===== config.mk =====
export PLATFORM = sky130hd
export DESIGN_NAME = power_mode_controller
export DESIGN_NICKNAME = d
export VERILOG_FILES = /design/src/power_mode_pkg.sv /design/src/power_mode_controller.sv /design/src/wake_sync.sv
export VERILOG_INCLUDE_DIRS = /design/src /design/src/src
export SDC_FILE = /design/constraint.sdc
export NUM_CORES = 1
export LEC_CHECK = 0
export BUFFER_PORTS_ARGS = -buffer_cell sky130_fd_sc_hd__buf_2
export CAP_MARGIN = 20
export CORE_AREA = 4 4 87 89
export CTS_CLUSTER_SIZE = 28
export DETAILED_ROUTE_END_ITERATION = 8
export DIE_AREA = 0 0 91 93
export GPL_TIMING_DRIVEN = 0
export PLACE_DENSITY = 0.62
export SLEW_MARGIN = 10
export SYNTH_ARGS = -nofsm -noshare
export SYNTH_HDL_FRONTEND = slang
export SYNTH_SLANG_ARGS = --single-unit
export TNS_END_PERCENT = 5

===== constraint.sdc =====
create_clock -name clk -period 2.2 [get_ports clk]
set_input_delay 0.44 -clock clk [delete_from_list [all_inputs] [get_ports clk]]
set_output_delay 0.44 -clock clk [all_outputs]
set_load 0.02 [all_outputs]

===== src/power_mode_params.svh =====
// Constants for the global power mode controller
`ifndef POWER_MODE_PARAMS_SVH
`define POWER_MODE_PARAMS_SVH
`define PM_NUM_SUBSYS 8
`define PM_CPU_BIT 0
`define PM_SLEEP_WAKE_NS 15000
`define PM_HIB_WAKE_NS 100000
`define PM_CLK_PERIOD_NS 4
`define PM_WAKE_SYNC_CYC 3
`define PM_SLEEP_WAKE_LIM (`PM_SLEEP_WAKE_NS / `PM_CLK_PERIOD_NS)
`define PM_HIB_WAKE_LIM (`PM_HIB_WAKE_NS / `PM_CLK_PERIOD_NS)
// Window leaves room for the synchroniser and the mode edge
`define PM_SLEEP_WAKE_CYC (`PM_SLEEP_WAKE_LIM - `PM_WAKE_SYNC_CYC - 2)
`define PM_HIB_WAKE_CYC (`PM_HIB_WAKE_LIM - `PM_WAKE_SYNC_CYC - 2)
`define PM_CNT_W 15
`define PM_SRC_CMP 0
`define PM_SRC_PIN 1
`define PM_SRC_I2C 2
`define PM_SRC_RTC 3
`define PM_SRC_TIMEWHEEL 4
`define PM_SRC_LOW_VOLT 5
`define PM_NUM_SRC 6
`endif


===== src/power_mode_pkg.sv =====
// Types for the global power mode controller
`default_nettype none
package power_mode_pkg;
   typedef enum logic [1:0] {
      MODE_ACTIVE = 2'h0,
      MODE_ALT_ACTIVE = 2'h1,
      MODE_SLEEP = 2'h2,
      MODE_HIBERNATE = 2'h3
   } pwr_mode_t;
   typedef enum logic [2:0] {
      REQ_NONE = 3'h0,
      REQ_ACTIVE = 3'h1,
      REQ_ALT_ACTIVE = 3'h2,
      REQ_SLEEP = 3'h3,
      REQ_HIBERNATE = 3'h4
   } mode_req_t;
endpackage : power_mode_pkg
`default_nettype wire


===== src/power_mode_controller.sv =====
// Global power mode controller: mode sequencing, gating and wake control
// Summary of operation
// - Four modes: active, alternate, sleep, hibernate.
// - Active: template-driven; entered on wake, reset, request.
// - Active template bit enables each subsystem.
// - Alternate active by request; any interrupt returns.
// - Alternate active uses its own reduced template.
// - Sleep disables resources, halts code execution.
// - Sleep by request; six listed wake sources.
// - Sleep clocked only by slow oscillator/crystal.
// - Wake latency under 15 us / 100 us.
// - Hibernate: no clocks, retention; pin wake only.
// - Hibernate by request; only hibernate regulator on.
// - Every wake forces active and enables core.
// - Active mode after reset.
// - Disabled resource has its clocks gated.
// - Core self-off undone at next wake.
`include "power_mode_params.svh"
`default_nettype none
module power_mode_controller
   import power_mode_pkg::*;
(
   input wire logic clk,
   input wire logic rst,
   input wire logic [2:0] mode_req,
   input wire logic req_valid,
   input wire logic [`PM_NUM_SUBSYS-1:0] active_template,
   input wire logic [`PM_NUM_SUBSYS-1:0] alt_template,
   input wire logic cpu_self_off,
   input wire logic irq_any,
   input wire logic [`PM_NUM_SRC-1:0] wake_src,
   input wire logic use_khz_crystal,
   output logic [1:0] global_mode,
   output logic waking,
   output logic [`PM_NUM_SUBSYS-1:0] subsys_en,
   output logic [`PM_NUM_SUBSYS-1:0] subsys_clk_en,
   output logic cpu_run,
   output logic low_speed_oscillator_sel,
   output logic khz_crystal_oscillator_sel,
   output logic main_reg_en,
   output logic sleep_reg_en,
   output logic hibernate_reg_en,
   output logic retain_state
);
   pwr_mode_t mode_reg, mode_next;
   logic waking_reg, waking_next;
   logic [`PM_CNT_W-1:0] cnt_reg, cnt_next;
   logic cpu_off_reg, cpu_off_next;
   logic [`PM_NUM_SUBSYS-1:0] en_reg, en_next;
   logic irq_sync;
   logic [`PM_NUM_SRC-1:0] wake_sync_v;

   wake_sync #(.WIDTH(`PM_NUM_SRC + 1)) u_sync (
      .clk(clk),
      .rst(rst),
      .async_in({irq_any, wake_src}),
      .sync_out({irq_sync, wake_sync_v})
   );

   wire in_run = (mode_reg == MODE_ACTIVE) || (mode_reg == MODE_ALT_ACTIVE);
   wire sleep_wake = |wake_sync_v;
   wire hib_wake = wake_sync_v[`PM_SRC_PIN];
   wire run_wake = irq_sync;
   wire req_ok = req_valid && !waking_reg && in_run;
   wire req_sleep = req_ok && (mode_req == REQ_SLEEP);
   wire req_hib = req_ok && (mode_req == REQ_HIBERNATE);
   wire req_alt = req_ok && (mode_req == REQ_ALT_ACTIVE);
   wire req_act = req_ok && (mode_req == REQ_ACTIVE);
   wire lp_wake = (mode_reg == MODE_SLEEP && sleep_wake) ||
                  (mode_reg == MODE_HIBERNATE && hib_wake);
   wire cnt_done = (cnt_reg == '0);

   always_comb begin
      mode_next = mode_reg;
      waking_next = waking_reg;
      cnt_next = cnt_reg;
      cpu_off_next = cpu_off_reg;
      unique case (mode_reg)
         MODE_ACTIVE, MODE_ALT_ACTIVE: begin
            if (waking_reg) begin
               if (cnt_done) begin
                  waking_next = 1'b0;
               end else begin
                  cnt_next = cnt_reg - 1'b1;
               end
            end else if (req_sleep) begin
               mode_next = MODE_SLEEP;
            end else if (req_hib) begin
               mode_next = MODE_HIBERNATE;
            end else if (mode_reg == MODE_ALT_ACTIVE && run_wake) begin
               mode_next = MODE_ACTIVE;
               cpu_off_next = 1'b0;
            end else if (req_alt) begin
               mode_next = MODE_ALT_ACTIVE;
            end else if (req_act) begin
               mode_next = MODE_ACTIVE;
            end
            if (!waking_reg && cpu_self_off && !run_wake) begin
               cpu_off_next = 1'b1;
            end else if (run_wake) begin
               cpu_off_next = 1'b0;
            end
         end
         MODE_SLEEP, MODE_HIBERNATE: begin
            if (lp_wake) begin
               mode_next = MODE_ACTIVE;
               cpu_off_next = 1'b0;
               waking_next = 1'b1;
               cnt_next = (mode_reg == MODE_SLEEP) ?
                  `PM_CNT_W'(`PM_SLEEP_WAKE_CYC) :
                  `PM_CNT_W'(`PM_HIB_WAKE_CYC);
            end
         end
      endcase
   end

   always_comb begin
      unique case (mode_next)
         MODE_ACTIVE: en_next = active_template;
         MODE_ALT_ACTIVE: en_next = alt_template;
         MODE_SLEEP, MODE_HIBERNATE: en_next = '0;
      endcase
   end

   always_ff @(posedge clk) begin
      if (rst) begin
         mode_reg <= MODE_ACTIVE;
         waking_reg <= 1'b0;
         cnt_reg <= '0;
         cpu_off_reg <= 1'b0;
         en_reg <= '0;
      end else begin
         mode_reg <= mode_next;
         waking_reg <= waking_next;
         cnt_reg <= cnt_next;
         cpu_off_reg <= cpu_off_next;
         en_reg <= en_next;
      end
   end

   wire is_sleep = (mode_reg == MODE_SLEEP);
   wire is_hib = (mode_reg == MODE_HIBERNATE);
   assign global_mode = mode_reg;
   assign waking = waking_reg;
   assign subsys_en = waking_reg ? '0 : en_reg;
   assign subsys_clk_en = subsys_en;
   assign cpu_run = in_run && !waking_reg && !cpu_off_reg;
   assign low_speed_oscillator_sel = is_sleep && !use_khz_crystal;
   assign khz_crystal_oscillator_sel = is_sleep && use_khz_crystal;
   assign main_reg_en = in_run;
   assign sleep_reg_en = is_sleep;
   assign hibernate_reg_en = is_hib;
   assign retain_state = is_hib;

   // Cycles spent waking, measured for the latency checks
   localparam int SLEEP_LAT_MAX =
      `PM_SLEEP_WAKE_LIM - `PM_WAKE_SYNC_CYC - 1;
   localparam int HIB_LAT_MAX = `PM_HIB_WAKE_LIM - `PM_WAKE_SYNC_CYC - 1;
   logic [`PM_CNT_W-1:0] lat_reg;
   logic lat_hib_reg;

   always_ff @(posedge clk) begin
      if (rst) begin
         lat_reg <= '0;
         lat_hib_reg <= 1'b0;
      end else if (lp_wake) begin
         lat_reg <= '0;
         lat_hib_reg <= is_hib;
      end else if (waking_reg) begin
         lat_reg <= lat_reg + 1'b1;
      end
   end

   AST_RESET_ACTIVE: assert property (
      @(posedge clk) rst |=> mode_reg == MODE_ACTIVE)
      else $error("mode not active after reset");
   AST_LP_ONLY_FROM_RUN: assert property (
      @(posedge clk) disable iff (rst)
      !in_run |=> in_run ? mode_reg == MODE_ACTIVE : $stable(mode_reg))
      else $error("low power mode left other than to active");
   AST_WAKE_VIA_ACTIVE: assert property (
      @(posedge clk) disable iff (rst)
      waking_reg |-> mode_reg == MODE_ACTIVE && !cpu_run)
      else $error("mode changed during wake window");
   AST_SLEEP_WAKE: assert property (
      @(posedge clk) disable iff (rst)
      is_sleep && sleep_wake |=> mode_reg == MODE_ACTIVE && waking_reg)
      else $error("sleep did not wake");
   AST_HIB_PIN_ONLY: assert property (
      @(posedge clk) disable iff (rst)
      is_hib && !hib_wake |=> is_hib)
      else $error("hibernate left without pin wake");
   AST_SLEEP_LAT: assert property (
      @(posedge clk) disable iff (rst)
      waking_reg && !lat_hib_reg |-> lat_reg < SLEEP_LAT_MAX)
      else $error("sleep wake latency exceeded");
   AST_HIB_LAT: assert property (
      @(posedge clk) disable iff (rst)
      waking_reg && lat_hib_reg |-> lat_reg < HIB_LAT_MAX)
      else $error("hibernate wake latency exceeded");
   AST_SLEEP_GATED: assert property (
      @(posedge clk) disable iff (rst)
      is_sleep |-> subsys_en == '0 && !cpu_run)
      else $error("resources on in sleep");
   AST_HIB_GATED: assert property (
      @(posedge clk) disable iff (rst)
      is_hib |-> subsys_en == '0 && !cpu_run && !main_reg_en && !sleep_reg_en)
      else $error("resources on in hibernate");
   AST_ALT_TEMPLATE: assert property (
      @(posedge clk) disable iff (rst)
      mode_reg == MODE_ALT_ACTIVE && $stable(mode_reg) && !waking_reg
      && $stable(alt_template) |-> subsys_en == alt_template)
      else $error("alt template not applied");
   AST_CPU_WAKE: assert property (
      @(posedge clk) disable iff (rst)
      lp_wake |=> !cpu_off_reg)
      else $error("core not re-enabled on wake");
   AST_CLK_GATE: assert property (
      @(posedge clk) disable iff (rst)
      mode_reg == MODE_ACTIVE && $stable(active_template)
      |-> (subsys_clk_en & ~active_template) == '0)
      else $error("clock of disabled subsystem not gated");
   COV_CORE_REWAKE: cover property (@(posedge clk)
      cpu_off_reg ##1 !cpu_off_reg);
   COV_SLEEP_WAKE: cover property (@(posedge clk)
      is_sleep ##1 mode_reg == MODE_ACTIVE);
   COV_HIB_WAKE: cover property (@(posedge clk)
      is_hib ##1 mode_reg == MODE_ACTIVE);
   COV_ALT_IRQ: cover property (@(posedge clk)
      mode_reg == MODE_ALT_ACTIVE ##1 mode_reg == MODE_ACTIVE);
endmodule : power_mode_controller
`default_nettype wire


===== src/wake_sync.sv =====
// Two-flop synchroniser bank for wake sources
`default_nettype none
module wake_sync #(
   parameter int WIDTH = 6
) (
   input wire logic clk,
   input wire logic rst,
   input wire logic [WIDTH-1:0] async_in,
   output logic [WIDTH-1:0] sync_out
);
   logic [WIDTH-1:0] meta_reg;
   logic [WIDTH-1:0] sync_reg;
   genvar i;
   generate
      for (i = 0; i < WIDTH; i++) begin : g_bit
         always_ff @(posedge clk) begin
            if (rst) begin
               meta_reg[i] <= 1'b0;
               sync_reg[i] <= 1'b0;
            end else begin
               meta_reg[i] <= async_in[i];
               sync_reg[i] <= meta_reg[i];
            end
         end
      end
   endgenerate
   assign sync_out = sync_reg;
endmodule : wake_sync
`default_nettype wire


# [Word-level counts from Yosys, hierarchy flattened]
# Cells that the tools add are included.
[totals] inputBits=31 out_inout_bits=26 regBits=41
[op_classes] reduce_logical=30 n_eq_ne=17 n_addsub=1 mux=27
[ops] cell="$mux 15" count=4
[ops] cell="$pmux 15 s2" count=1
[ops] cell="$pmux 8 s3" count=1
[ops] cell="$ne 4x3->1 const B" count=4
[ops] cell="$logic_and 1x1->1" count=15
[ops] cell="$logic_not 15->1" count=1
[ops] cell="$sub 15x1->15 const B" count=1
[ops] cell="$mux 2" count=7
[ops] cell="$mux 1" count=10
[ops] cell="$eq 2x2->1 const B" count=4
[ops] cell="$mux 8" count=1
[ops] cell="$eq 3x2->1 const B" count=2
[ops] cell="$ne 2x2->1 const B" count=3
[ops] cell="$reduce_or 2->1" count=3
[ops] cell="$reduce_or 6->1" count=1
[ops] cell="$reduce_and 5->1" count=1
[ops] cell="$eq 2x1->1 const B" count=2
[ops] cell="$logic_not 1->1" count=4
[ops] cell="$logic_not 2->1" count=2
[ops] cell="$pmux 1 s2" count=2
[ops] cell="$pmux 2 s2" count=1
[ops] cell="$eq 3x1->1 const B" count=1
[ops] cell="$eq 3x3->1 const B" count=1
[ops] cell="$reduce_and 3->1" count=1
[ops] cell="$logic_or 1x1->1" count=2

# [Depth between registers and ports, before layout]
[depth] depth_word=14 depth_mapped=8

# [Cells and area by module]
# A second synthesis with hierarchy kept.
[unflattened] hier_cells=224 area_unflattened_um2=1943.1
[modules_own_cells] module="power_mode_controller" instances=1 cells_per_inst=195 seq_area_each_um2=540.5 area_each_um2=1535.2
[modules_own_cells] module="wake_sync" instances=1 cells_per_inst=29 seq_area_each_um2=280.3 area_each_um2=407.9

# [Worst setup path after synthesis]
# OpenSTA, ideal clock, no wires.
[synth_timing] path_type="register -> output" from="register mode_reg[1] (netlist: global_mode[1])" to="output low_speed_oscillator_sel" path_buffers=2 arrival_ps=1644 path_slack_ps=116 path_stages_with_launch=5 t_required_ps=1760 path_cell_list="dfxtp_1 > buf_4 > inv_1 > clkbuf_1 > nor3_1"
[synth_between] elab_chain_len=2
[synth_rtl] item="start: declaration" line="power_mode_controller.sv:45" rtl="pwr_mode_t mode_reg, mode_next;"
[synth_rtl] item="start signal: assignment" line="power_mode_controller.sv:133" rtl="mode_reg <= mode_next;"
[synth_rtl] item="$eq 2x2->1" line="power_mode_controller.sv:141" rtl="wire is_sleep = (mode_reg == MODE_SLEEP);"
[synth_rtl] item="$logic_and 1x1->1" line="power_mode_controller.sv:148" rtl="assign low_speed_oscillator_sel = is_sleep && !use_khz_crystal;"
[synth_rtl] item="end: declaration" line="power_mode_controller.sv:38" rtl="output logic low_speed_oscillator_sel,"
# Every way passes these cells.

# [Worst setup path in the final report]
# Ends and elaborated chain as after synthesis.

==> out/results.ini <==
[route]
firstDrtPassIters = 4
viasPerCell = 4.99
totalWireLength_um = 5120
wl_per_cell_um = 13.6
via_count = 1877
postRouteAntennaNets = 0
drc_errors = 0
drt_iter0_drc = 105

[timing]
fin_skew_ns = 0.0104
post-route-min-period_ns = 2.09
fin_crit_sh = 0.951
hold_viol = 0
setup_viol_count_final = 0
worst-slew-pin-transition_ns = 0.588
max_freq_mhz = 478
slew_headroom = 0.604
final_max_slew_viol_count = 0
worst_hold_slack_ns = 0.338
setup_ws_ns = 0.108

[global_routing]
overflow = 0
gr-usage-all-layers = 0.121
grt_max_degree = 17
grt_pass1_vias = 1853
antenna_found_initial = 0
grt_pass1_wl_um = 8450

[cells_and_area]
layout_common_cells = buf_2, dfxtp_1, nor2b_1
area_delta_synth_final_pct = 23.2
stdcell_count = 376
diodes = 0
layout.nets = 327
largest_reg_flops = 15
final_common_cell = buf_2
final_util = 0.380
drive_above_1_share = 0.355

[worst_hold_path]
hold_path.class = input pin to flip-flop
hp-start = wake_src[2]

[yosys]
synth_seq_area_share = 0.394
ys.flop_type = dfxtp_1
synth-seq-cells = 41
synth.area.top_cells = dfxtp_1, nor2b_1, mux2i_1
syn-num-nets = 265
synth_edf_count = 0
synth_cells = 233
synth_area_um2 = 2080
ys_types = 50
async_reset_ff_frac = 0
yosys_warnings = 0
yosysTopAreaCellShare = 0.394
yosysTopAreaCell = dfxtp_1
synth_area_per_cell_um2 = 8.94

[worst_setup_path]
crit_slowest_cell = dfxtp_2
start_kind = flip-flop
worstPathArrival_ns = 1.65
required_ns = 1.76
critPathKind = flip-flop to output port
cpPeakStageDelay_ns = 0.39
critPathMaxFanout = 10
timing.rr.start = cnt_reg[1]
crit_path_start = global_mode[1]
worstSetupEndpointType = output port
crit_chain = buf_4 > inv_1 > clkbuf_2 > nor3_1 > buf_2

[placement]
dp_hpwl_um = 3880
gp_congestion = 0.860
io_buffers = 55
placedCellCount = 368
pre_cts_ws_ns = 0.248

[job]
maxCapViolCount = 0

[run_status]
status = complete, no violations

[pwr]
p_leak_uw = 0.00112
peakVddDrop_mv = 0.375
powerDensity_nw_per_um2 = 736

[clocking]
post_cts_buffers = 0
clockRootBuffer = clkbuf_8
numCtsBuffers = 5
worstSkewPairLatency_ns = 0.31
cts.sinks = 41
clk_pin_slew_worst_paths_ns = 0.09
cts_tree = done
clockBufferDepth = 2
htree_levels = 2

[die]
dieHeight_um = 93
fp.coreArea_um2 = 6760
rows = 30
die-area_um2 = 8460
floorplan.initialDensity = 0.308
die_w_um = 91
ios = 57

## critical path, delay by kind of cell, from the launching register on
family                 cells  cell delay [ns]
buffers and inverters      4             0.75
DFF                        1             0.39
and+or+nand+nor            1             0.19
## metal layers
layer | vias up | share of wire | global-route usage
li1 | 943 | - | -
met1 | 868 | 0.44 | 0.146
met2 | 56 | 0.49 | 0.216
met3 | 10 | 0.056 | 0.0306
met4 | 0 | 0.013 | 0.0314
met5 | - | 0 | 0
## cell type report
cell class                 count  area [um^2]
tap                           80          100
fill                         724         4190
sequential                    41          822
clock inverter                 3         28.8
inverter                       7         26.3
multi-input combinational    162         1100
clock buffer                   5         68.8
buffer                        23          149
timing repair buffer          55          275
## logic make-up after synthesis
| group | after synthesis | share of synthesized area |
|---|---|---|
| buffers and inverters | 30 | 0.0829 |
| and+or+nand+nor | 100 | 0.298 |
| muxes | 10 | 0.0486 |
| DFF | 41 | 0.394 |
| AOI/OAI and AO/OA | 51 | 0.171 |
| adders and majority gates | 1 | 0.00601 |
## stage by stage
stage | instance area, um^2 | power (uW) | TNS [ns]
final | 2570 | 1890 | 0
after global routing | 2570 | 2000 | -0.00151
after CTS | 2560 | 1900 | 0
after detailed placement | 2460 | 1350 | 0
after global placement | 2460 | 1350 | 0
after floorplan | 2080 | 1210 | 0
## power breakdown
part / leakage (uW) / internal, uW / switching (uW)
Clock: 0.0000511 / 240 / 313
Sequential: 0.000337 / 786 / 25.6
Combinational: 0.000728 / 226 / 299
Total: 0.00112 / 1250 / 638
## path summary, 6_finish.rpt
| check | to | slack [ns] | cells after the start |
|---|---|---|---|
| min | u_sync.meta_reg[2] | 0.34 | 2 |
| max | low_speed_oscillator_sel | 0.11 | 5 |
| max reg2reg | cnt_reg[1] | 0.27 | 8 |
| min reg2reg | u_sync.sync_out[5] | 0.45 | 1 |
## cells in the mapped netlist (2+ instances only)
cell / instances
o21ai_0: 9
nor2_2: 8
o22ai_1: 2
a31oi_1: 6
nor4_1: 6
and3b_1: 2
buf_2: 3
nand3_1: 3
o21ai_1: 3
a21oi_1: 14
mux2i_1: 9
and3_1: 3
nor2_1: 16
nand2b_1: 4
nor3_1: 6
nor3_2: 2
nor2b_1: 26
dfxtp_1: 41
nand3b_1: 2
a311oi_1: 2
nand4_1: 2
and4_1: 2
nand2_1: 10
clkbuf_1: 7
buf_6: 2
buf_4: 11
o31ai_1: 4
inv_1: 6
## repair_timing
action                                  CTS  global route
pin swaps                                 0             0
gates resized for setup                   2             2
hold buffers                              0             0
endpoints found under the setup margin    2             2
No activity file was read; power rests on OpenSTA's default activity.
